`src/shared/fob_pkg.sv`:
```
package fob_pkg;
    localparam int CLK_PERIOD_NS = 100;
    localparam int T_WP_NS = 70;
    localparam int T_ACC_NS = 150;
    localparam int WP_CYC = ((T_WP_NS + CLK_PERIOD_NS - 1) / CLK_PERIOD_NS) < 1 ? 1 :
                            ((T_WP_NS + CLK_PERIOD_NS - 1) / CLK_PERIOD_NS);
    localparam int ACC_CYC = ((T_ACC_NS + CLK_PERIOD_NS - 1) / CLK_PERIOD_NS) < 1 ? 1 :
                             ((T_ACC_NS + CLK_PERIOD_NS - 1) / CLK_PERIOD_NS);
    localparam int SYNC_CYC = 3;
    localparam int RD_WAIT_CYC = ACC_CYC + SYNC_CYC;
    localparam int ADDR_W = 23;
    localparam int BLOCK_LSB = 17;
    localparam int OTP_ADDR_W = 9;
    localparam logic [7:0] CMD_READ_ID = 8'h90;
    localparam logic [7:0] CMD_READ_ARRAY = 8'hff;
    localparam logic [7:0] CMD_OTP_SETUP = 8'hc0;
    localparam logic [7:0] CMD_BUF_PROG = 8'he8;
    localparam logic [7:0] CMD_CONFIRM = 8'hd0;
    localparam logic [8:0] OTP_LOCK_ADDR = 9'h100;
    localparam logic [15:0] OTP_LOCK_VALUE = 16'hfffd;
    localparam int SR_READY_BIT = 7;
    localparam int SR_SEQ_BIT = 5;
    localparam int SR_PERR_BIT = 4;
    localparam int SR_LERR_BIT = 1;
    localparam int XSR_AVAIL_BIT = 7;
    localparam logic [7:0] CNT_MAX_BYTE = 8'h1f;
    localparam logic [7:0] CNT_MAX_WORD = 8'h0f;
    localparam logic [7:0] REG_CTRL = 8'h00;
    localparam logic [7:0] REG_ADDR = 8'h04;
    localparam logic [7:0] REG_WDATA = 8'h08;
    localparam logic [7:0] REG_BUF = 8'h0c;
    localparam logic [7:0] REG_STATUS = 8'h10;
    localparam logic [7:0] REG_RDATA = 8'h14;
    localparam int CTRL_BYTE_BIT = 4;

    typedef enum logic [2:0] {
        OP_NONE, OP_OTP_READ, OP_OTP_PROG, OP_OTP_LOCK, OP_BUF_PROG, OP_CLR_STATUS
    } fob_op_t;

    typedef struct packed {
        logic [ADDR_W-1:0] addr;
        logic [15:0] dq_out;
        logic dq_oe;
        logic ce_n;
        logic oe_n;
        logic we_n;
        logic byte_n;
    } fob_pins_t;

    typedef struct packed {
        logic wr;
        logic [ADDR_W-1:0] addr;
        logic [15:0] data;
    } fob_cyc_t;
endpackage

```
`src/hdl/fob_host.sv`:
```
// Design decisions made here: the register addresses and the address-and-strobe port.
`timescale 1ns/1ps
`default_nettype none
module fob_host #(
    parameter int BUF_DEPTH = 32,
    parameter logic [7:0] CLR_STATUS_CODE = 8'h50
) (
    input wire logic clk_sys,
    input wire logic sys_rst,
    input wire logic [7:0] sw_addr,
    input wire logic [31:0] sw_wdata,
    input wire logic sw_wr,
    input wire logic sw_rd,
    output logic [31:0] sw_rdata,
    output var fob_pkg::fob_pins_t flash_pins,
    input wire logic [15:0] flash_dq_in
);
    localparam int IW = $clog2(BUF_DEPTH);
    localparam int FW = $clog2(BUF_DEPTH + 1);
    localparam int AW = fob_pkg::ADDR_W;
    localparam logic [3:0] WP_LAST = 4'(fob_pkg::WP_CYC - 1);
    localparam logic [3:0] RD_LAST = 4'(fob_pkg::RD_WAIT_CYC - 1);

    if (BUF_DEPTH < 2 || BUF_DEPTH > 32) begin : g_depth_check
        $error("BUF_DEPTH must lie between 2 and 32");
    end
    if (fob_pkg::RD_WAIT_CYC > 15) begin : g_wait_check
        $error("Read wait does not fit the cycle counter");
    end

    typedef enum {
        S_IDLE, S_ID_CMD, S_ID_READ, S_OTP_SETUP, S_OTP_DATA, S_POLL, S_CLR, S_EXIT,
        S_BUF_CMD, S_BUF_XSR, S_BUF_CNT, S_BUF_DATA, S_BUF_CONF
    } fob_state_t;
    typedef enum {E_IDLE, E_SETUP, E_STROBE, E_HOLD} fob_eph_t;

    function automatic logic [AW-1-fob_pkg::BLOCK_LSB:0] fob_block(input logic [AW-1:0] a);
        return a[AW-1:fob_pkg::BLOCK_LSB];
    endfunction

    function automatic logic [AW-1:0] fob_otp_addr(input logic [AW-1:0] a);
        return {{(AW - fob_pkg::OTP_ADDR_W){1'b0}}, a[fob_pkg::OTP_ADDR_W-1:0]};
    endfunction

    fob_state_t state;
    fob_eph_t eph;
    fob_pkg::fob_op_t op;
    fob_pkg::fob_cyc_t req;
    logic [15:0] dq_s1, dq_s2, dq_s3;
    logic [3:0] ecnt;
    logic ewr;
    logic cyc_done;
    logic [15:0] cyc_rdata;
    logic cyc_go;
    logic pend;
    logic byte_mode;
    logic [AW-1:0] op_addr, cur_addr, last_addr;
    logic [15:0] op_data, rd_value;
    logic [15:0] buf_mem [BUF_DEPTH];
    logic [FW-1:0] fill;
    logic [IW-1:0] idx;
    logic [7:0] cnt_lim, last_status;
    logic busy, done, refused, unaligned, perr, lerr, seq_err;
    logic start;
    fob_pkg::fob_op_t next_op;
    logic next_refuse;

    // Three-stage pin synchroniser; only the last two are compared
    always_ff @(posedge clk_sys) begin
        if (sys_rst) begin
            dq_s1 <= 16'h0000;
            dq_s2 <= 16'h0000;
            dq_s3 <= 16'h0000;
        end else begin
            dq_s1 <= flash_dq_in;
            dq_s2 <= dq_s1;
            dq_s3 <= dq_s2;
        end
    end

    // Bus cycle engine; two cycles of chip enable high between cycles
    always_ff @(posedge clk_sys) begin
        if (sys_rst) begin
            eph <= E_IDLE;
            ecnt <= 4'h0;
            ewr <= 1'b0;
            cyc_done <= 1'b0;
            cyc_rdata <= 16'h0000;
            flash_pins <= '{addr: '0, dq_out: 16'h0000, dq_oe: 1'b0, ce_n: 1'b1,
                            oe_n: 1'b1, we_n: 1'b1, byte_n: 1'b1};
        end else begin
            cyc_done <= 1'b0;
            case (eph)
                E_IDLE: begin
                    if (cyc_go) begin
                        flash_pins.addr <= req.addr;
                        flash_pins.dq_out <= req.data;
                        flash_pins.dq_oe <= req.wr;
                        flash_pins.ce_n <= 1'b0;
                        flash_pins.byte_n <= ~byte_mode;
                        ewr <= req.wr;
                        eph <= E_SETUP;
                    end
                end
                E_SETUP: begin
                    ecnt <= 4'h0;
                    eph <= E_STROBE;
                    if (ewr) begin
                        flash_pins.we_n <= 1'b0;
                    end else begin
                        flash_pins.oe_n <= 1'b0;
                    end
                end
                E_STROBE: begin
                    if (ewr ? (ecnt != WP_LAST) : (ecnt != RD_LAST)) begin
                        ecnt <= ecnt + 4'h1;
                    end
                    if (ewr && ecnt == WP_LAST) begin
                        flash_pins.we_n <= 1'b1;
                        eph <= E_HOLD;
                    end
                    // Wait for a settled bus; each read ends with output enable high
                    if (!ewr && ecnt == RD_LAST && dq_s2 == dq_s3) begin
                        cyc_rdata <= dq_s3;
                        flash_pins.oe_n <= 1'b1;
                        eph <= E_HOLD;
                    end
                end
                E_HOLD: begin
                    flash_pins.ce_n <= 1'b1;
                    flash_pins.dq_oe <= 1'b0;
                    cyc_done <= 1'b1;
                    eph <= E_IDLE;
                end
                default: eph <= E_IDLE;
            endcase
        end
    end

    assign cyc_go = (state != S_IDLE) && !pend;
    assign cnt_lim = byte_mode ? fob_pkg::CNT_MAX_BYTE : fob_pkg::CNT_MAX_WORD;

    always_comb begin
        req = '0;
        case (state)
            S_ID_CMD: begin
                req.wr = 1'b1;
                req.addr = fob_otp_addr(op_addr);
                req.data = {8'h00, fob_pkg::CMD_READ_ID};
            end
            S_ID_READ: begin
                req.addr = fob_otp_addr(op_addr);
            end
            S_OTP_SETUP: begin
                req.wr = 1'b1;
                req.addr = fob_otp_addr(op_addr);
                req.data = {8'h00, fob_pkg::CMD_OTP_SETUP};
            end
            S_OTP_DATA: begin
                req.wr = 1'b1;
                req.addr = fob_otp_addr(op_addr);
                req.data = op_data;
            end
            S_POLL: begin
                req.addr = (op == fob_pkg::OP_BUF_PROG) ? op_addr : fob_otp_addr(op_addr);
            end
            S_CLR: begin
                req.wr = 1'b1;
                req.data = {8'h00, CLR_STATUS_CODE};
            end
            S_EXIT: begin
                req.wr = 1'b1;
                req.data = {8'h00, fob_pkg::CMD_READ_ARRAY};
            end
            S_BUF_CMD: begin
                req.wr = 1'b1;
                req.addr = op_addr;
                req.data = {8'h00, fob_pkg::CMD_BUF_PROG};
            end
            S_BUF_XSR: begin
                req.addr = op_addr;
            end
            S_BUF_CNT: begin
                req.wr = 1'b1;
                req.addr = op_addr;
                req.data = 16'(fill - FW'(1));
            end
            S_BUF_DATA: begin
                req.wr = 1'b1;
                req.addr = cur_addr;
                req.data = buf_mem[idx];
            end
            S_BUF_CONF: begin
                req.wr = 1'b1;
                req.addr = op_addr;
                req.data = {8'h00, fob_pkg::CMD_CONFIRM};
            end
            default: req = '0;
        endcase
    end

    // Start checks: whole burst must stay in one block and fit the count
    always_comb begin
        last_addr = op_addr;
        next_op = fob_pkg::fob_op_t'(sw_wdata[2:0]);
        start = sw_wr && sw_addr == fob_pkg::REG_CTRL && state == S_IDLE;
        last_addr = sw_wdata[fob_pkg::CTRL_BYTE_BIT] ? AW'(fill - FW'(1)) : AW'({fill - FW'(1), 1'b0});
        last_addr = AW'(op_addr + last_addr);
        next_refuse = 1'b0;
        if (next_op == fob_pkg::OP_BUF_PROG) begin
            next_refuse = fill == '0 ||
                8'(fill - FW'(1)) > (sw_wdata[fob_pkg::CTRL_BYTE_BIT] ? fob_pkg::CNT_MAX_BYTE
                                                                      : fob_pkg::CNT_MAX_WORD) ||
                fob_block(last_addr) != fob_block(op_addr);
        end else if (next_op == fob_pkg::OP_NONE || next_op > fob_pkg::OP_CLR_STATUS) begin
            next_refuse = 1'b1;
        end
    end

    always_ff @(posedge clk_sys) begin
        if (sys_rst) begin
            state <= S_IDLE;
            op <= fob_pkg::OP_NONE;
            pend <= 1'b0;
            byte_mode <= 1'b0;
            cur_addr <= '0;
            idx <= '0;
            rd_value <= 16'h0000;
            last_status <= 8'h00;
            {done, refused, unaligned, perr, lerr, seq_err} <= 6'h00;
        end else begin
            if (cyc_go) begin
                pend <= 1'b1;
            end else if (cyc_done) begin
                pend <= 1'b0;
            end
            if (start) begin
                {done, refused, unaligned, perr, lerr, seq_err} <= 6'h00;
                op <= next_op;
                byte_mode <= sw_wdata[fob_pkg::CTRL_BYTE_BIT];
                cur_addr <= op_addr;
                idx <= '0;
                unaligned <= next_op == fob_pkg::OP_BUF_PROG && op_addr[4:0] != 5'h00;
                if (next_refuse) begin
                    refused <= 1'b1;
                    done <= 1'b1;
                end else begin
                    case (next_op)
                        fob_pkg::OP_OTP_READ: state <= S_ID_CMD;
                        fob_pkg::OP_BUF_PROG: state <= S_BUF_CMD;
                        fob_pkg::OP_CLR_STATUS: state <= S_CLR;
                        default: state <= S_OTP_SETUP;
                    endcase
                end
            end else if (cyc_done) begin
                case (state)
                    S_ID_CMD: state <= S_ID_READ;
                    S_ID_READ: begin
                        rd_value <= cyc_rdata;
                        state <= S_EXIT;
                    end
                    S_OTP_SETUP: state <= S_OTP_DATA;
                    S_OTP_DATA: state <= S_POLL;
                    S_POLL: begin
                        // Every poll is a fresh read; the status is kept only from a read with the ready bit set
                        if (cyc_rdata[fob_pkg::SR_READY_BIT]) begin
                            last_status <= cyc_rdata[7:0];
                            perr <= cyc_rdata[fob_pkg::SR_PERR_BIT];
                            lerr <= cyc_rdata[fob_pkg::SR_LERR_BIT];
                            seq_err <= cyc_rdata[fob_pkg::SR_PERR_BIT] & cyc_rdata[fob_pkg::SR_SEQ_BIT];
                            if (cyc_rdata[fob_pkg::SR_PERR_BIT] || cyc_rdata[fob_pkg::SR_LERR_BIT]) begin
                                state <= S_CLR;
                            end else begin
                                state <= S_EXIT;
                            end
                        end
                    end
                    S_CLR: state <= S_EXIT;
                    S_EXIT: begin
                        state <= S_IDLE;
                        done <= 1'b1;
                    end
                    S_BUF_CMD: state <= S_BUF_XSR;
                    S_BUF_XSR: begin
                        state <= cyc_rdata[fob_pkg::XSR_AVAIL_BIT] ? S_BUF_CNT : S_BUF_CMD;
                    end
                    S_BUF_CNT: state <= S_BUF_DATA;
                    S_BUF_DATA: begin
                        idx <= idx + IW'(1);
                        cur_addr <= AW'(cur_addr + (byte_mode ? AW'(1) : AW'(2)));
                        if (FW'(idx) == FW'(fill - FW'(1))) begin
                            state <= S_BUF_CONF;
                        end
                    end
                    S_BUF_CONF: state <= S_POLL;
                    default: state <= S_IDLE;
                endcase
            end
        end
    end

    // Lock operation forces the lock word and its value
    always_ff @(posedge clk_sys) begin
        if (sys_rst) begin
            op_addr <= '0;
            op_data <= 16'h0000;
        end else if (sw_wr && state == S_IDLE && sw_addr == fob_pkg::REG_ADDR) begin
            op_addr <= sw_wdata[AW-1:0];
        end else if (sw_wr && state == S_IDLE && sw_addr == fob_pkg::REG_WDATA) begin
            op_data <= sw_wdata[15:0];
        end else if (start && next_op == fob_pkg::OP_OTP_LOCK) begin
            op_addr <= AW'(fob_pkg::OTP_LOCK_ADDR);
            op_data <= fob_pkg::OTP_LOCK_VALUE;
        end
    end

    // Buffer fills only while idle; emptied when a burst ends or is refused
    always_ff @(posedge clk_sys) begin
        if (sys_rst) begin
            fill <= '0;
        end else if ((start && next_op == fob_pkg::OP_BUF_PROG && next_refuse) ||
                     (state == S_EXIT && cyc_done && op == fob_pkg::OP_BUF_PROG)) begin
            fill <= '0;
        end else if (sw_wr && sw_addr == fob_pkg::REG_BUF && state == S_IDLE && fill != FW'(BUF_DEPTH)) begin
            buf_mem[fill[IW-1:0]] <= sw_wdata[15:0];
            fill <= fill + FW'(1);
        end
    end

    assign busy = state != S_IDLE;

    always_ff @(posedge clk_sys) begin
        if (sys_rst) begin
            sw_rdata <= 32'h0000_0000;
        end else if (sw_rd && sw_addr == fob_pkg::REG_STATUS) begin
            sw_rdata <= {8'h00, 8'(fill), last_status, 1'b0, seq_err, lerr, perr, unaligned, refused, done, busy};
        end else if (sw_rd && sw_addr == fob_pkg::REG_RDATA) begin
            sw_rdata <= {16'h0000, rd_value};
        end else if (sw_rd && sw_addr == fob_pkg::REG_ADDR) begin
            sw_rdata <= 32'(op_addr);
        end else if (sw_rd && sw_addr == fob_pkg::REG_WDATA) begin
            sw_rdata <= {16'h0000, op_data};
        end else begin
            sw_rdata <= 32'h0000_0000;
        end
    end
endmodule
`default_nettype wire

```
`config.mk`:
```
export PLATFORM = sky130hd
export DESIGN_NAME = fob_host
export DESIGN_NICKNAME = d
export VERILOG_FILES = /design/src/shared/fob_pkg.sv /design/src/hdl/fob_host.sv
export SDC_FILE = /design/constraint.sdc
export NUM_CORES = 1
export LEC_CHECK = 0
export BUFFER_PORTS_ARGS = -buffer_cell sky130_fd_sc_hd__buf_4
export CAP_MARGIN = 20
export CORE_MARGIN = 10
export CORE_UTILIZATION = 45
export DETAILED_ROUTE_END_ITERATION = 8
export PLACE_DENSITY = 0.75
export SYNTH_ARGS = -nofsm -noshare
export SYNTH_HDL_FRONTEND = slang
export SYNTH_SLANG_ARGS = --single-unit
```
`constraint.sdc`:
```
create_clock -name clk_sys -period 5.7 [get_ports clk_sys]
set_clock_uncertainty 0.15 [all_clocks]
set_input_delay 1.71 -clock clk_sys [delete_from_list [all_inputs] [get_ports clk_sys]]
set_output_delay 1.71 -clock clk_sys [all_outputs]
set_load 0.01 [all_outputs]
```
# Word level (Yosys, flattened, before mapping)
# Memory sizes are Yosys's and may differ from the RTL's. A register that Yosys moved wholly into a read port is not among the register bits.
# Cells that the tools add are included.
[word_totals]
latchBits = 0
mem_bits_ro = 0
reg_bits = 318
mem_count = 1
wordCells = 224
ramBits = 512
out_inout_bits = 76
in_bits = 60
[classes]
n_bitwise = 4
add_sub_neg = 9
n_reduce_logical = 72
n_eq_ne = 43
multipliers = 0
shift = 0
div_mod_pow = 0
muxes = 57
n_lt_le_gt_ge = 2
[memory_table]
columns = ["memory", "depth", "word_bits", "rd", "rd_clocked_by_memory_dff", "wr", "line", "text"]
rows = [
  ["buf_mem", 32, 16, 1, 1, 1, "fob_host.sv:59", "logic [15:0] buf_mem [BUF_DEPTH];"],
]
[op_table]
columns = ["cell", "count"]
rows = [
  ["32-bit one-hot mux with 9 select lines", 1],
  ["32-bit two-way mux", 8],
  ["23-bit two-way mux", 9],
  ["32-bit by 4-bit equality test with 1-bit output, second input constant", 6],
  ["16-bit one-hot mux with 9 select lines", 1],
  ["32-bit by 2-bit equality test with 1-bit output, second input constant", 4],
  ["32-bit by 3-bit equality test with 1-bit output, second input constant", 4],
  ["32-bit one-hot mux with 3 select lines", 1],
  ["23-bit one-hot mux with 4 select lines", 1],
  ["32-bit by 1-bit equality test with 1-bit output, second input constant", 2],
  ["32-bit logical NOT", 2],
  ["16-bit two-way mux", 3],
  ["22-bit two-way mux", 2],
  ["32-bit nonzero test", 1],
  ["23-bit by 2-bit adder with 23-bit output", 1],
  ["23-bit adder", 1],
  ["1-bit logical AND", 22],
  ["6-bit by 1-bit subtractor with 7-bit output, second input constant", 3],
  ["1-bit two-way mux", 20],
  ["2-bit AND reduction", 10],
  ["16-bit equality test", 1],
  ["8-bit by 4-bit equality test with 1-bit output, second input constant", 2],
  ["8-bit by 5-bit equality test with 1-bit output, second input constant", 2],
  ["2-bit inequality test, second input constant", 8],
  ["39 further kinds", 72],
]

# Depth between registers and ports, before layout
# Gate-level depths: netlist (run 1).
[logic_depth]
word_depth = 11
depth_mapped = 17
mapped_depth_nobuf = 15

# Least setup slack after synthesis (run 1)
# OpenSTA, ideal clock, no wires.
[synth_path]
path_kind = "in2reg"
startpoint = "input port sw_wdata[4]"
endpoint = "memory buf_mem[15][0] (enable)"
path_buffers = 1
setup_ps = 388
setup_slack_ps = 238
t_arrival_ps = 4923
path_stages = 12
required_ps = 5162
cell_sequence = "clkbuf_1 > mux2i_1 > ha_1 > and4b_4 > o311a_4 > o311ai_4 > nand3_1 > mux2i_1 > nand4_1 > o21ai_1 > nand4_1 > nor2_1"
[synth_via]
elab_chain_cells = 10
elab_cells_between_ends = 13
cone_classes = "add/sub (1); order compare (1); eq/ne (1); mux (6); reduce/logical (4)"
[synth_rtl]
columns = ["element", "line", "text"]
rows = [
  ["from (decl)", "fob_host.sv:11", "input wire logic [31:0] sw_wdata,"],
  ["23-bit two-way mux / 5-bit two-way mux (equally long branches)", "fob_host.sv:207, fob_host.sv:212", ""],
  ["23-bit adder / 8-bit by 5-bit greater-than comparator with 1-bit output (equally long branches)", "fob_host.sv:208, fob_host.sv:212", ""],
  ["6-bit inequality test / 1-bit logical OR (equally long branches)", "fob_host.sv:214, fob_host.sv:211", ""],
  ["1-bit logical OR (*)", "fob_host.sv:213", ": fob_pkg::CNT_MAX_WORD) ||"],
  ["1-bit two-way mux (*)", "fob_host.sv:210", "if (next_op == fob_pkg::OP_BUF_PROG) begin"],
  ["1-bit logical AND (*)", "fob_host.sv:321", "end else if ((start && next_op == fob_pkg::OP_BUF_PROG && next_refuse) ||"],
  ["1-bit logical OR (*)", "fob_host.sv:321", ""],
  ["1-bit two-way mux (*)", "fob_host.sv:321", ""],
  ["1-bit two-way mux (*)", "fob_host.sv:319", "if (sys_rst) begin"],
  ["1-bit two-way mux (implied by the code) (*)", "fob_host.sv:325", "buf_mem[fill[IW-1:0]] <= sw_wdata[15:0];"],
  ["to (decl)", "fob_host.sv:59", ""],
]
# Every way passes the cells marked *; elsewhere a longest branch is shown, timed or not.

# Worst setup path in the final report (run 1)
[layout_path]
startpoint = "input port sw_wdata[4]"
endpoint = "memory buf_mem[7][11] (enable)"
# Same word-level chain as after synthesis.

==> impl_results.md, run 1 <==
* IO Port Bufs at approximately 120
* CP max-delay cell: a2111oi_2
* Clock Latency Late Sink at roughly 0.64 ns
* Pins Over Slew Limit at 0
* DR WL/cell at between 20 and 25 um
* Syn. warnings at 0
* Initial DRC Count at 2027
* Cells along the critical path: buf_4 > nand3_1 > inv_1 > ha_1 > a21o_1 > o211ai_1 > o21ai_0 > a2111oi_2 > o21ai_1 > mux2i_1 > o21ai_1 > nand4_1 > buf_4 > nor2_1 > buf_12
* Top cells by area, synth: edfxtp_1 (49%), dfxtp_1 (16%), mux4_2 (12%), nor2_1 (2.6%), a22oi_1 (2.3%)
* Post-DRT Antenna Nets at 0
* Htree depth at 3
* Die Y at 283 um
* Syn Inst Count at about 2.1k
* Pwr dens at 321 nW/um^2
* Via count at 18.9k
* Top_reg_cell synth: edfxtp_1
* Achievable Freq at 0.193 GHz
* CP delay by family, top: compound AO/OA/AOI/OAI gates
* First-pass iteration count of the detailed router at 6
* Worst path max stage delay at 0.51 ns
* GPL Wtd Cong at around 0.9
* Avg Inst Size Synth at 14.8 um^2
* Synth top area share at roughly half
* Commonest non-fill, non-tap cell in the layout: edfxtp_1
* Non-Filler Instances at 3237
* Yosys top cell by area: edfxtp_1
* Worst Setup Path Type: input pin to flip-flop
* Die W at 283 um
* Crit. End Element: flip-flop
* EDFF count, synth at 512
* First-pass GRT wire length at 118 mm
* Die Area at between 70000 and 80000 um^2
* DP HPWL at ~50 mm
* Sequential-to-total area share from yosys stat at 66.0%
* Post-Route WL at 78.3 mm
* Cts repair resizes at 0
* Largest net degree at the start of global routing at 80
* Clock root cell: clkbuf_16
* Critical Path RT at 5.88 ns
* Via/cell ratio at slightly below 6
* Status: finished clean
* Crit path time final at 5.19 ns
* Num Clock Sinks at 768
* Most frequent cells in the layout: edfxtp_1 (512), dfxtp_1 (253), nor2_1 (214)
* Pre-CTS setup slack at -0.0396 ns
* CTS max path bufs at 3
* Worst-path maximum fanout at 15
* Area of the core at roughly 70000 um^2
* Placed Cells at 3089
* CTS clk-pin slew, worst paths at about 0.060 ns
* Slew margin rel. at ~31%
* TritonCTS clock tree: done
* Number of synthesized register bits at 768
* Leak at 11.9 nW
* Arrival time worst endpoint at 5.37 ns
* Period utilisation layout at 91.1%
* Antenna violations before repair at 1
* Share of cells above drive strength 1 at 21.8%
* # IOs at 136
* Max-Cap Viols at 0
* Buffers & Inverters on Critical Path at 4
* Post-CTS Setup Bufs at 0
* Hold buffer count at CTS at 0
* Vias in the first global route at around 19k
* FP Rows at 96
* Cell variety after synth at 78
* Total GRT Usage at 19.4%
* Fin. Hold Viols at 0
* Cell area after synthesis at 31100 um^2
* Slew @ Worst Pin at 1.03 ns
* RSZ-0062 raised after global routing: no
* Total global routing overflow at 0
* FFs w/ async S/R, synth at 0%
* Crit path launch type: input pin
* # setup viols final at 0
* Peak supply drop at 0.000234 V
* Nets at ~2.3k
* DR DRC count at 0
* Initial Util at 45.3%
* Setup WS post-layout at 0.505 ns
* ANT cells at 0
* CTS buffer count at 79
* Synthesis-to-layout area growth at 15.3%
* Min-delay worst type: flip-flop to flip-flop
[cell usage after synthesis (5+ instances only)]
cell,count
xor2_1,30
a211oi_1,17
a21o_1,6
a31oi_1,5
clkbuf_1,94
buf_1,7
nand4_1,16
nand3b_1,5
a22oi_1,97
nand2_1,121
nor3_1,17
o22ai_1,5
xnor2_1,26
nand2b_1,8
o211ai_1,15
ha_1,37
o221a_2,16
edfxtp_1,512
nor2_1,214
or3_1,8
buf_2,22
o31ai_1,7
o21ai_0,31
dfxtp_1,256
nor2b_1,57
buf_4,9
mux4_2,160
a21oi_1,116
and2_1,7
inv_1,23
nand3_1,29
and3_1,13
mux2i_1,40
[stage by stage]
step | hold WS [ns] | power, mW | util [%] | instance area (um^2) | TNS, ns
finish | 0.283 | 11.5 | 52.3 | 35900 | 0
global route | 0.310 | 11.9 | 52.3 | 35900 | 0
CTS | 0.285 | 11.6 | 52.3 | 35800 | 0
detailed placement | 0.271 | 6.50 | 48.4 | 33200 | -0.536
global placement | 0.285 | 6.48 | 48.4 | 33200 | -0.397
floorplan | 0.264 | 6.32 | - | 31100 | 0
[worst paths after layout]
check | from | end | slack (ns) | cells after the start
min | dq_s1[3] | dq_s2[3] | 0.28 | 1
max | sw_wdata[4] | buf_mem[7][11] | 0.51 | 15
max reg2reg | fill[0] | buf_mem[7][11] | 0.79 | 17
min reg2reg | dq_s1[3] | dq_s2[3] | 0.28 | 1
[worst register-to-register path, cell delays in order (launching register included)]
cell and delay [ns]:
dfxtp_1 0.31, inv_1 0.11, ha_1 0.28, nor2b_1 0.22
nand3_1 0.13, inv_1 0.45, ha_1 0.37, a21o_1 0.18
o211ai_1 0.17, o21ai_0 0.13, a2111oi_2 0.51, o21ai_1 0.17
mux2i_1 0.24, o21ai_1 0.29, nand4_1 0.13, buf_4 0.22
nor2_1 0.33, buf_12 0.21
[layout make-up]
type / count / area [um^2]
multi-input cells: 1181 / 9970
well taps: 931 / 1160
clock inverters: 49 / 502
clock buffers: 98 / 2110
repair buffers: 186 / 1510
flip-flops and latches: 768 / 20500
fillers: 5454 / 32700
inverters: 24 / 90.1
[sequential cells by signal (all words and copies together), names as in the netlist, 2 cells and up, named ones only]
register / count
idx: 5
dq_s3: 16
dq_s2: 16
op_data: 16
buf_mem: 512
eph: 2
sw_rdata: 23
cur_addr: 23
state: 4
op: 3
last_status: 8
op_addr: 23
fill: 6
rd_value: 16
flash_pins: 44
dq_s1: 16
cyc_rdata: 16
ecnt: 4
[layer usage]
layer	share of wire (%)	wire [um]	vias to the layer above	track usage (%)
met3	9.8	7660	148	4.46
met2	47	37000	877	31.1
li1	-	-	8355	-
met4	3.3	2610	2	7.23
met5	0.017	13	-	0
met1	40	31000	9535	25.7
[kinds of logic (layout without fill, tap and decap cells)]
group,Yosys count,in the layout,synth area share (%)
AOI/OAI and AO/OA,354,354,7.88
xor gates and xnor gates,57,57,1.63
buffers and inverters,158,357,2.13
adders and majority gates,38,38,1.55
muxes,201,201,12.9
DFF,768,768,66.0
and+or+nand+nor,522,522,7.92
other,1,9,0.0121
[where the power goes]
group	switching, mW	internal [mW]
registers	0.0357	5.96
logic	0.271	0.119
clock network	2.18	2.94
Note: power is estimated with default switching activity, not from simulation.
==> run 2, diff against run 1 <==
Settings changed: BUFFER_PORTS_ARGS -buffer_cell sky130_fd_sc_hd__buf_4 to -buffer_cell sky130_fd_sc_hd__buf_2, PLACE_DENSITY 0.75 to 0.68.
==> run 2 against run 1 <==
Net effect: sequential power is essentially flat; final area shrank 0.75%; combinational power shrank 3%; largest power group unchanged.
==> impl_results.md, run 2 (synthesis results as in run 1) <==
* Status: finished clean
* CTS clk-pin slew, worst paths at 0.06 ns (about the same)
* Pins Over Slew Limit at 0 (unchanged)
* Fin. Hold Viols at 0 (unchanged)
* First-pass iteration count of the detailed router at 5 (-1)
* Commonest non-fill, non-tap cell in the layout: edfxtp_1
* Total global routing overflow at 0 (unchanged)
* Vias in the first global route at 18.8k (-1.2%)
* Post-DRT Antenna Nets at 0 (unchanged)
* FILL cells at 5644 (+3.5%)
* CTS max path bufs at 3 (unchanged)
* Clock Latency Late Sink at 0.63 ns (about the same)
* Share of cells above drive strength 1 at 22.5% (+0.72 points)
* Largest net degree at the start of global routing at 100 (+25%)
* Synthesis-to-layout area growth at 14.5%
* Pre-CTS setup slack at 0.0259 ns (+0.0655 ns)
* Nets at 2343 (+0.21%)
* ANT cells at 0 (unchanged)
* Htree depth at 3 (unchanged)
* Total GRT Usage at 19.8% (+0.37 points)
* Die W at 283 um (unchanged)
* Via count at 18.8k (-0.70%)
* Die Area at 80000 um^2 (unchanged)
* TritonCTS clock tree: done
* Critical Path RT at 5.87 ns (about the same)
* Setup WS post-layout at 0.595 ns (+0.0893 ns)
* DP HPWL at 51.0 mm (+1.9%)
* Max reg flops at 512 (unchanged)
* Die Y at 283 um (unchanged)
* Via/cell ratio at 5.80 (-0.76%)
* DR DRC count at 0 (unchanged)
* Crit path launch type: input pin
* First-pass GRT wire length at 120 mm (+1.5%)
* Met3 WL at 6.20 mm (-19%)
* Pwr dens at 323 nW/um^2 (+0.54%)
* Num Clock Sinks at 768 (unchanged)
* IO Port Bufs at 117 (unchanged)
* Placed Cells at 3096 (+0.23%)
* RSZ-0062 raised after global routing: no
* Worst-path maximum fanout at 16 (+1)
* Slew @ Worst Pin at 1.05 ns (+0.0229 ns)
* Most frequent cells in the layout: edfxtp_1 (512), dfxtp_1 (253), nor2_1 (214)
* Post-CTS Setup Bufs at 0 (unchanged)
* Antenna violations before repair at 1 (unchanged)
* Area of the core at 68600 um^2 (unchanged)
* Peak supply drop at 0.000228 V (-2.4%)
* Initial DRC Count at 1980 (-2.3%)
* Cts repair resizes at 0 (unchanged)
* Post-Route WL at 79.1 mm (+1.1%)
* Min-delay worst type: flip-flop to flip-flop
* # setup viols final at 0 (unchanged)
* Top Metal Used: met5
* Clock root cell: clkbuf_16
* CTS buffer count at 77 (-2.5%)
* DRT met1 WL at 33.0 mm (+6.7%)
* FP Rows at 96 (unchanged)
* Hold buffer count at CTS at 0 (unchanged)
* Initial Util at 45.3% (unchanged)
* Worst Setup Path Type: input pin to flip-flop
* Max-Cap Viols at 0 (unchanged)
* DR WL/cell at 24.4 um (+1.0%)
* Crit path time final at 5.11 ns (-0.0893 ns)
* Non-Filler Instances at 3239 (+0.062%)
* Period utilisation layout at 89.6% (-1.6 points)
* Crit. End Element: flip-flop
* Power Total at 11.5 mW (-0.21%)
* Met2 Routed Length at 37.8 mm (+2.1%)
* Achievable Freq at 0.196 GHz (+1.7%)
* # IOs at 136 (unchanged)
* Arrival time worst endpoint at 5.27 ns (-0.10 ns)
* Slew margin rel. at 30.1% (-1.0 points)
* GPL Wtd Cong at 0.908 (+0.28%)
* Leak at 11.9 nW (about the same)
* Setup_tns at 0 ns (unchanged)
-- run 2: cell types whose count changed in the layout (fill, tap and decap cells not counted), moves of 3 or more --
cell        previous run  this run
clkinv_4               3         0
clkinvlp_4             2         7
clkbuf_1              14         5
clkbuf_8               4         7
buf_4                175        66
clkinv_2               9        18
buf_2                  0       116
clkinv_1              19        13
-- run 2: metal layers --
metal / track usage, % / vias to the layer above
li1: - / 8355
met1: 27.6 / 9539
met2: 31.7 / 752
met3: 3.40 / 136
met4: 5.65 / 2
met5: 0 / -
-- run 2: final timing paths --
path / slack [ns] / startpoint / to / cells after the start
setup / recovery: 0.59 / sw_wdata[4] / buf_mem[15][2] / 15
hold / removal: 0.29 / dq_s1[7] / dq_s2[7] / 1
setup reg to reg: 0.86 / fill[1] / buf_mem[15][2] / 18
hold reg to reg: 0.29 / dq_s1[7] / dq_s2[7] / 1
-- run 2: layout make-up --
class,count,area (um^2),area share (%)
Inverter,24,90.1,0.253
Multi-Input combinational cell,1181,9970,28.0
Sequential cell,768,20500,57.6
Clock buffer,90,2070,5.81
Clock inverter,52,513,1.44
Timing Repair Buffer,193,1270,3.57
Tap cell,931,1160,3.27
-- run 2: report_power, final --
| group | internal (mW) | switching [mW] | leakage, nW |
|---|---|---|---|
| combinational | 0.108 | 0.272 | 3.96 |
| sequential | 5.96 | 0.0340 | 6.67 |
| clock | 2.94 | 2.16 | 1.26 |
| total | 9.01 | 2.47 | 11.9 |
-- run 2: metrics by stage --
step	util [%]	cell area, um^2	hold WS, ns
6_report	51.9	35600	0.287
5_1_grt	51.9	35600	0.299
4_1_cts	51.9	35600	0.289
3_5_place_dp	48.1	33000	0.281
3_3_place_gp	48.1	33000	0.284
2_1_floorplan	-	31100	0.264
-- run 2: critical path, stage by stage --
cell	delay, ns
buf_2	0.21
nand3_1	0.13
inv_1	0.35
ha_1	0.35
a21o_1	0.18
o211ai_1	0.17
o21ai_0	0.14
a2111oi_2	0.50
o21ai_1	0.18
mux2i_1	0.24
o21ai_1	0.29
nand4_1	0.15
buf_4	0.23
nor2_1	0.22
buf_12	0.21
